===== src/posi_pkg.sv =====
// package for the plc operating state indicator
package posi_pkg;
  // wishbone register offsets (byte addresses)
  localparam logic [3:0] ADDR_CTRL = 4'h0;
  localparam logic [3:0] ADDR_EVT = 4'h4;
  localparam logic [3:0] ADDR_STAT = 4'h8;
  localparam logic [3:0] ADDR_MAXCYC = 4'hc;
  // ctrl register fields (write steers the block)
  localparam int CTRL_MULTI = 0;
  localparam int CTRL_REACT = 1;
  localparam int CTRL_PWR_OK = 2;
  localparam int CTRL_INIT_DONE = 3;
  localparam int CTRL_INIT_ERR = 4;
  localparam int CTRL_CYC_START = 5;
  // event register fields (write one pulses the event)
  localparam int EV_REMOTE_STOP = 0;
  localparam int EV_PROG_STOP = 1;
  localparam int EV_USER_STOP = 2;
  localparam int EV_CFG_ERR = 3;
  localparam int EV_MEM_ERR = 4;
  localparam int EV_STACK_OVF = 5;
  localparam int EV_STW = 6;
  localparam int EV_OR_SYS_REQ = 7;
  // status register fields
  localparam int ST_STATE_LSB = 0;
  localparam int ST_TIMEOUT = 8;
  localparam int ST_ADDR = 9;
  localparam int ST_OVERRUN = 10;
  localparam int ST_HARD = 11;
  localparam int ST_ORPEND = 12;
  localparam int ST_COLDREQ = 13;
  // flash timing
  localparam int CLK_HZ = 125_000_000;
  localparam int FAST_HALF_MS = 250;
  localparam int FAST_HALF_CYC = CLK_HZ / 1000 * FAST_HALF_MS;
  localparam logic [31:0] MAXCYC_RESET = 32'h0773_5940;
  localparam int IO_ADDRS = 256;

  // operating state, one-hot
  typedef enum logic [5:0] {
    POSI_SOFT = 6'h01,
    POSI_HARD = 6'h02,
    POSI_ORQ = 6'h04,
    POSI_INIT = 6'h08,
    POSI_RUN = 6'h10,
    POSI_INITF = 6'h20
  } posi_state_t;

  // switch inputs
  typedef struct packed {
    logic run;
    logic rst_cold;
    logic rst_overall;
  } posi_sw_t;

  // io access report from the cycle engine
  typedef struct packed {
    logic valid;
    logic cold_scan;
    logic direct;
    logic [7:0] addr;
    logic ack;
  } posi_io_t;

  // front panel lamps
  typedef struct packed {
    logic run;
    logic stop;
    logic hard;
    logic init;
    logic timeout;
    logic addr;
    logic overrun;
    logic odis;
  } posi_lamp_t;
endpackage : posi_pkg


===== src/posi_top.sv =====
// operating state controller with lamps and output disable
`timescale 1ns/1ps

// What this block does
// - others' stop shows steady stop lamp
// - other cpu programmer stop enters stop
// - overall reset request flashes stop fast
// - pending overall reset refuses any restart
// - cold restart required after an error stop flashes stop slowly
// - unhandled error or config error stops slowly
// - stop switch after error steadies lamp
// - user stop instruction stops, flashes slowly
// - matching error lamp lights steady, without flashing
// - memory, stack, stw errors cause hard stop
// - hard stop cleared only by power cycle
// - unacknowledged direct access lights timeout lamp
// - cold restart marks present modules in track
// - unconfigured image access raises address error
// - cycle overrun lights lamp, stops when unhandled
// - output disable in power events and stop
// - restart lamp lit, flashes on failure
// - two overall reset passes: fast then steady
// - hard fault fails the overall reset
// - cold restart: restart lamp, then run
// - run lamp lit during cyclic processing
module posi_top #(
  parameter int FAST_HALF = posi_pkg::FAST_HALF_CYC,
  parameter int IO_N = posi_pkg::IO_ADDRS
) (
  // clock and reset
  input wire logic clk_sys_i,
  input wire logic arst_n_i,
  // wishbone slave
  input wire logic cyc_i,
  input wire logic stb_i,
  input wire logic we_i,
  input wire logic [3:0] adr_i,
  input wire logic [3:0] sel_i,
  input wire logic [31:0] dat_i,
  output logic [31:0] dat_o,
  output logic ack_o,
  // operator switches
  input wire posi_pkg::posi_sw_t sw_i,
  // io access reports
  input wire posi_pkg::posi_io_t io_i,
  // lamps and backplane
  output posi_pkg::posi_lamp_t lamp_o,
  output logic output_disable_o
);
  localparam int PW = $clog2(FAST_HALF + 1);

  typedef struct packed {
    posi_pkg::posi_state_t st;
    logic [PW-1:0] pre;
    logic [1:0] ph;
    logic run_d;
    logic remote;
    logic err_stop;
    logic cold_req;
    logic or_pend;
    logic or_fail;
    logic timeout;
    logic addr;
    logic overrun;
    logic [5:0] ctrl;
    logic [31:0] maxcyc;
    logic [31:0] cyc_cnt;
    logic [IO_N-1:0] track;
    logic ack;
    logic [31:0] rdat;
    posi_pkg::posi_lamp_t lamp;
  } posi_regs_t;

  posi_regs_t q_reg;
  posi_regs_t q_next;
  logic wr;
  logic [7:0] ev;
  logic run_rise;
  logic run_fall;
  logic err_any;
  logic hard_ev;
  logic slow_on;
  logic fast_on;

  // byte-lane aware merge
  function automatic logic [31:0] wmerge(input logic [31:0] o, input logic [31:0] n,
                                         input logic [3:0] s);
    logic [31:0] r;
    r = o;
    for (int i = 0; i < 4; i++) begin
      if (s[i]) begin
        r[i*8 +: 8] = n[i*8 +: 8];
      end
    end
    return r;
  endfunction : wmerge

  // bus decode and event decode
  always_comb begin
    // a write lands at the edge where the master sees ack, never earlier
    wr = cyc_i && stb_i && we_i && q_reg.ack;
    ev = (wr && adr_i == posi_pkg::ADDR_EVT && sel_i[0]) ? dat_i[7:0] : 8'h00;
    run_rise = sw_i.run && !q_reg.run_d;
    run_fall = !sw_i.run && q_reg.run_d;
    slow_on = q_reg.ph[1];
    fast_on = q_reg.ph[0];
    hard_ev = ev[posi_pkg::EV_MEM_ERR] || ev[posi_pkg::EV_STACK_OVF]
            || ev[posi_pkg::EV_STW];
  end

  // next state
  always_comb begin
    q_next = q_reg;
    err_any = 1'b0;
    q_next.ack = cyc_i && stb_i && !q_reg.ack;
    q_next.run_d = sw_i.run;
    // one prescaler, fast phase toggles each half, slow every second
    if (q_reg.pre == PW'(FAST_HALF - 1)) begin
      q_next.pre = '0;
      q_next.ph = q_reg.ph + 2'h1;
    end else begin
      q_next.pre = q_reg.pre + PW'(1);
    end
    // register writes
    if (wr && adr_i == posi_pkg::ADDR_CTRL && sel_i[0]) begin
      q_next.ctrl = dat_i[5:0];
    end
    if (wr && adr_i == posi_pkg::ADDR_MAXCYC) begin
      q_next.maxcyc = wmerge(q_reg.maxcyc, dat_i, sel_i);
    end
    // io access checks
    if (io_i.valid) begin
      if (io_i.cold_scan && q_reg.st == posi_pkg::POSI_INIT) begin
        q_next.track[io_i.addr] = io_i.ack;
      end else if (q_reg.st == posi_pkg::POSI_RUN) begin
        if (!io_i.ack && (io_i.direct || (q_reg.track[io_i.addr] && !io_i.addr[7]))) begin
          q_next.timeout = 1'b1;
          err_any = 1'b1;
        end else if (!io_i.direct && !q_reg.track[io_i.addr]) begin
          q_next.addr = 1'b1;
          err_any = 1'b1;
        end
      end
    end
    // scan time watchdog
    if (q_reg.st == posi_pkg::POSI_RUN) begin
      if (q_reg.ctrl[posi_pkg::CTRL_CYC_START]) begin
        q_next.cyc_cnt = '0;
        // a fresh software write of the bit wins over the self-clear
        if (!(wr && adr_i == posi_pkg::ADDR_CTRL && sel_i[0])) begin
          q_next.ctrl[posi_pkg::CTRL_CYC_START] = 1'b0;
        end
      end else if (q_reg.cyc_cnt >= q_reg.maxcyc) begin
        q_next.overrun = 1'b1;
        err_any = 1'b1;
      end else begin
        q_next.cyc_cnt = q_reg.cyc_cnt + 32'h1;
      end
    end
    unique case (q_reg.st)
      posi_pkg::POSI_SOFT: begin
        if (run_rise && sw_i.rst_overall) begin
          q_next.st = posi_pkg::POSI_ORQ;
          q_next.or_fail = 1'b0;
          q_next.or_pend = 1'b1;
        end else if (q_reg.or_pend && run_rise) begin
          q_next.or_pend = 1'b0;
        end else if (run_rise && sw_i.rst_cold) begin
          q_next.st = posi_pkg::POSI_INIT;
          q_next.track = '0;
          q_next.cold_req = 1'b0;
          q_next.err_stop = 1'b0;
          q_next.remote = 1'b0;
          q_next.timeout = 1'b0;
          q_next.addr = 1'b0;
          q_next.overrun = 1'b0;
        end else if (run_fall && q_reg.err_stop) begin
          q_next.err_stop = 1'b0;
        end
        if (ev[posi_pkg::EV_CFG_ERR]) begin
          q_next.err_stop = 1'b1;
          q_next.cold_req = 1'b1;
        end
      end
      posi_pkg::POSI_ORQ: begin
        if (run_rise && sw_i.rst_overall) begin
          q_next.st = posi_pkg::POSI_SOFT;
          q_next.or_pend = 1'b0;
          q_next.cold_req = 1'b1;
          q_next.err_stop = 1'b0;
        end else if (run_rise) begin
          q_next.st = posi_pkg::POSI_SOFT;
          q_next.or_pend = 1'b0;
        end
      end
      posi_pkg::POSI_INIT: begin
        if (q_reg.ctrl[posi_pkg::CTRL_INIT_ERR] || ev[posi_pkg::EV_CFG_ERR]) begin
          q_next.st = posi_pkg::POSI_INITF;
        end else if (q_reg.ctrl[posi_pkg::CTRL_INIT_DONE]) begin
          q_next.st = posi_pkg::POSI_RUN;
          q_next.cyc_cnt = '0;
        end
      end
      posi_pkg::POSI_RUN: begin
        if (run_fall) begin
          q_next.st = posi_pkg::POSI_SOFT;
        end else if (ev[posi_pkg::EV_REMOTE_STOP] || ev[posi_pkg::EV_PROG_STOP]
                     && q_reg.ctrl[posi_pkg::CTRL_MULTI]) begin
          q_next.st = posi_pkg::POSI_SOFT;
          q_next.remote = 1'b1;
        end else if (ev[posi_pkg::EV_USER_STOP] || ev[posi_pkg::EV_CFG_ERR]
                     || (err_any && !q_reg.ctrl[posi_pkg::CTRL_REACT])) begin
          q_next.st = posi_pkg::POSI_SOFT;
          q_next.err_stop = 1'b1;
          q_next.cold_req = 1'b1;
        end
      end
      posi_pkg::POSI_INITF: begin
        if (run_fall) begin
          q_next.st = posi_pkg::POSI_SOFT;
          q_next.cold_req = 1'b1;
        end
      end
      posi_pkg::POSI_HARD: begin
        q_next.st = posi_pkg::POSI_HARD;
      end
      default: q_next.st = posi_pkg::POSI_HARD;
    endcase
    // system request after the case, so a same-cycle clear cannot lose it
    if (ev[posi_pkg::EV_OR_SYS_REQ]) begin
      q_next.or_pend = 1'b1;
    end
    if (hard_ev) begin
      q_next.st = posi_pkg::POSI_HARD;
      q_next.or_fail = q_reg.st == posi_pkg::POSI_ORQ;
    end
    // lamps, all registered
    q_next.lamp.run = q_next.st == posi_pkg::POSI_RUN;
    q_next.lamp.hard = q_next.st == posi_pkg::POSI_HARD;
    q_next.lamp.init = q_next.st == posi_pkg::POSI_INIT
                     || (q_next.st == posi_pkg::POSI_INITF && slow_on);
    if (q_next.st == posi_pkg::POSI_ORQ || (q_next.st == posi_pkg::POSI_SOFT && q_next.or_pend)) begin
      q_next.lamp.stop = fast_on;
    end else if (q_next.st == posi_pkg::POSI_SOFT && q_next.err_stop && !q_next.remote) begin
      q_next.lamp.stop = slow_on;
    end else begin
      q_next.lamp.stop = q_next.st == posi_pkg::POSI_SOFT || q_next.st == posi_pkg::POSI_INITF;
    end
    q_next.lamp.timeout = q_next.timeout;
    q_next.lamp.addr = q_next.addr;
    q_next.lamp.overrun = q_next.overrun;
    // outputs only switched off; module memories are theirs to keep
    q_next.lamp.odis = q_next.st != posi_pkg::POSI_RUN
                     || !q_next.ctrl[posi_pkg::CTRL_PWR_OK];
    // read data
    unique case (adr_i)
      posi_pkg::ADDR_CTRL: q_next.rdat = {26'h0, q_next.ctrl};
      posi_pkg::ADDR_STAT: q_next.rdat = {18'h0, q_reg.cold_req, q_reg.or_pend,
                                q_reg.or_fail, q_reg.overrun, q_reg.addr,
                                q_reg.timeout, 2'h0, q_reg.st};
      posi_pkg::ADDR_MAXCYC: q_next.rdat = q_reg.maxcyc;
      default: q_next.rdat = 32'h0;
    endcase
  end

  // single state register; reset gives soft stop, outputs disabled
  always_ff @(posedge clk_sys_i or negedge arst_n_i) begin
    if (!arst_n_i) begin
      q_reg <= '0;
      q_reg.st <= posi_pkg::POSI_SOFT;
      q_reg.maxcyc <= posi_pkg::MAXCYC_RESET;
      q_reg.lamp.stop <= 1'b1;
      q_reg.lamp.odis <= 1'b1;
    end else begin
      q_reg <= q_next;
    end
  end

  assign ack_o = q_reg.ack;
  assign dat_o = q_reg.rdat;
  assign lamp_o = q_reg.lamp;
  assign output_disable_o = q_reg.lamp.odis;
endmodule : posi_top


===== config.mk =====
export PLATFORM = sky130hd
export DESIGN_NAME = posi_top
export DESIGN_NICKNAME = d
export VERILOG_FILES = /design/src/posi_pkg.sv /design/src/posi_top.sv
export SDC_FILE = /design/constraint.sdc
export NUM_CORES = 1
export LEC_CHECK = 0
export BUFFER_PORTS_ARGS = -buffer_cell sky130_fd_sc_hd__buf_4
export CAP_MARGIN = 20
export CORE_AREA = 2 2 235 237
export CTS_BUF_LIST = sky130_fd_sc_hd__clkbuf_8 sky130_fd_sc_hd__clkbuf_16
export DETAILED_ROUTE_END_ITERATION = 10
export DIE_AREA = 0 0 237 239
export PLACE_DENSITY_LB_ADDON = 0.1
export SLEW_MARGIN = 15
export SYNTH_ARGS = -nofsm -noshare
export SYNTH_HDL_FRONTEND = slang
export SYNTH_SLANG_ARGS = --single-unit

===== constraint.sdc =====
create_clock -name clk_sys_i -period 3.6 [get_ports clk_sys_i]
set_input_delay 0 -clock clk_sys_i [delete_from_list [all_inputs] [get_ports clk_sys_i]]
set_output_delay 0 -clock clk_sys_i [all_outputs]
set_load 0.01 [all_outputs]

==> flow_summary_export.csv <==
group,metric,value,unit
power,power_density,413.1,nW/um^2
drt,vias_per_cell,5.951,
timing,min_period,3.311,ns
drt,drt_iter0_drc,2059,
synthesis,syn_area_per_cell,9.498,sq um
synthesis,syn_area,21390,sq um
global_route,overflow,0,
clocking,cts_setup_buffers,0,
power,switching_share,0.2382,
die,die_h,239,microns
power,leakagePower,10.98,nW
power,switchingPower,2.479,mW
global_route,grt_max_degree,208,
worst_setup_path,crit_type,"input pin to register",
timing,final_hold_viol_count,0,
clocking,clock_latency,0.61,ns
status,status,"finished clean",
worst_setup_path,cp.arrival,3.84,ns
die,row_count,86,
timing,min_period_over_period,0.9196,
timing,drv_slew,0,
synthesis,synth_edf_count,0,
synthesis,async_flop_share,1.000,
clocking,cts_tree,"yes",
place,numPortBuffers,101,
worst_setup_path,startpoint_type,"input pin",
place,dp.final_hpwl,45280,microns
timing,rsz0062_at_grt,"no",
die,design.core.area,54340,sq um
clocking,clk_pin_slew,0.06,ns
die,floorplan.die_area,56640,sq um
min_path,hold_class,"input pin to async pin",
global_route,grt_usage,0.2566,
die,initial_core_util,0.3936,
die,fp.dieW,237,microns
clocking,ctsLongestPathBuffers,3,
finish,n_antenna_cell,0,
finish,multi_input_area,9892,sq um
timing,worst_pin_slew,1.187,ns
power,clkPwrFrac,0.498,
drt,drc_errors,0,
finish,layout-drive-gt1-share,0.1764,
drt,final_antenna_net_count,0,
place,gp_congestion,0.8901,
power,combPwrFrac,0.060,
clocking,cts-htree-levels,2,
timing,setup_viol,0,
timing,max_freq,302.1,MHz
drt,via_count,18420,
global_route,grt_pass1_vias,18180,
finish,num-nets-final,2448,
timing,relSlewSlack,0.2089,
power,internal_power,7.927,mW
timing,layout_setup_ws,0.2893,ns
drt,wl_per_cell,23.43,microns
synthesis,yosysUniqueCellTypes,90,
synthesis,ys_seq_area_frac,0.4759,
worst_setup_path,required,4.13,ns
run,max-cap-violations,0,
finish,largest_register_ffs,364,
place,pre_cts_ws,0.2173,ns
finish,regArea,10180,sq um
clocking,numCtsBuffers,49,
drt,routed_wl,72530,microns
synthesis,synthFlopType,"dfrtp_1",
power,pwr-share-seq,0.441,
die,ioPinCount,102,
synthesis,ys_warn_count,0,
drt,drt_pre_antenna_iters,8,
synthesis,synth_nets,2346,
global_route,grt_pass1_wl,112400,microns
global_route,antenna_found_initial,1,
clocking,cts_root_buf,"clkbuf_16",
timing,setup_tns,0,ns
synthesis,postSynthRegisterBits,406,
worst_setup_path,worst-path-max-fanout,7,
timing,clock-skew-final,0.02647,ns
synthesis,netlist_instances,2252,
finish,fillerInstances,5108,
clocking,cts.sinks,406,
finish,area_growth,17.76,%
worst_setup_path,end_kind,"register",
power,ir_drop,0.3359,mV
==> cells in the mapped netlist (3+ instances only) <==
cell type	count	share of area
dfrtp_1	390	0.46
o21ai_0	287	0.067
a21oi_1	285	0.067
nand3_1	255	0.060
clkbuf_1	149	0.026
nand2_1	139	0.024
nor2_1	112	0.020
mux2i_1	51	0.024
nand4_1	49	0.014
buf_4	46	0.016
inv_1	43	0.0075
mux4_2	42	0.044
ha_1	34	0.020
mux2_2	33	0.017
and2_1	32	0.0094
xor2_1	31	0.013
a22oi_1	22	0.0077
and3_1	21	0.0061
nor2b_1	20	0.0058
xnor2_1	20	0.0082
dfstp_2	16	0.020
nor3_1	16	0.0037
a211oi_1	13	0.0046
a22o_1	11	0.0045
buf_2	11	0.0026
nand2b_1	11	0.0032
clkbuf_8	7	0.0045
or3_1	7	0.0020
buf_6	6	0.0032
a31oi_1	5	0.0015
a211oi_2	4	0.0023
buf_1	4	0.00070
nor4_1	3	0.00088
nor4b_1	3	0.0012
o211ai_1	3	0.0011
or2_2	3	0.00088
==> cell usage in the layout, fill, tap and decap left out, types with 31 or more instances in the layout <==
cell type      Yosys  layout
dlygate4sd3_1      0      56
xor2_1            31      31
mux4_2            42      42
clkbuf_16          0      50
ha_1              34      34
and2_1            32      31
dfrtp_1          390     390
nand4_1           49      49
mux2_2            33      33
nor2_1           112     112
mux2i_1           51      51
o21ai_0          287     287
a21oi_1          285     285
inv_1             43      53
nand3_1          255     255
nand2_1          139     139
buf_4             46     208
==> routing by layer <==
| layer | part of all wire | GRT usage | up-vias |
|---|---|---|---|
| met1 | 0.44 | 0.3588 | 9251 |
| met3 | 0.073 | 0.04711 | 170 |
| li1 | - | - | 8267 |
| met5 | 0.00018 | 0 | - |
| met4 | 0.037 | 0.09436 | 2 |
| met2 | 0.45 | 0.3984 | 733 |
==> logic make-up after synthesis <==
kind of cell,count (synthesis),synth area share
DFF,406,0.4759
xor gates and xnor gates,51,0.02088
AOI/OAI and AO/OA,660,0.1679
buffers and inverters,270,0.06288
and+or+nand+nor,703,0.1652
muxes,128,0.08734
adders and majority gates,34,0.01989
==> per-stage QoR <==
stage	instance area, sq um	power, mW	hold slack, ns	instances	util
6_report	25190	10.41	0.01710	3096	0.4635
3_5_place_dp	22930	5.262	0.09525	2950	0.4219
2_1_floorplan	21390	4.958	-0.2956	2252	-
4_1_cts	25180	10.50	0.003517	3095	0.4634
3_3_place_gp	22910	5.258	0.09539	2949	0.4217
5_1_grt	25190	10.76	0.04544	3096	0.4635
==> power by group through the flow <==
stage	combinational [mW]	sequential, mW	clock (mW)
2_1_floorplan	0.288	4.67	0
3_3_place_gp	0.586	4.67	0
5_1_grt	0.684	4.59	5.48
3_5_place_dp	0.589	4.67	0
4_1_cts	0.633	4.59	5.28
6_report	0.629	4.59	5.19
==> layout make-up <==
type	instances	area share
sequential	406	0.4042
clock buffer	66	0.05842
inverter	43	0.006408
timing repair buffer	278	0.09448
multi-input combinational	1576	0.3927
clock inverter	23	0.008842
tap	704	0.03497
==> critical path, cell delays in order <==
cell and delay [ns]:
dlygate4sd3_1 0.53, buf_4 0.13, nor3_1 0.29, dlygate4sd3_1 0.61
nand2b_1 0.16, nor3_1 0.75, nand2_1 0.12, dlygate4sd3_1 0.60
nand2_1 0.09, dlygate4sd3_1 0.55
==> final timing paths <==
| path | end | slack (ns) | start | cells after the start |
|---|---|---|---|---|
| setup reg to reg | q_reg[328]$_DFF_PN0_ | 0.35 | q_reg[320]$_DFF_PN0_ | 11 |
| hold / removal | dat_o[24]$_DFF_PN0_ | 0.02 | arst_n_i | 2 |
| max in group asynchronous | q_reg[403]$_DFF_PN1_ | 2.65 | arst_n_i | 3 |
| setup / recovery | q_reg[362]$_DFF_PN0_ | 0.29 | adr_i[1] | 10 |
| hold reg to reg | q_reg[378]$_DFF_PN0_ | 0.46 | q_reg[378]$_DFF_PN0_ | 1 |
| min in group clk_sys_i | q_reg[346]$_DFFE_PN1P_ | 0.02 | sel_i[2] | 3 |
==> what timing repair did <==
| action | CTS | global route |
|---|---|---|
| hold endpoints to repair | 191 | 0 |
| gates resized for setup | 0 | 0 |
| hold buffers | 56 | 0 |
Power figures use the tool's default switching activity.
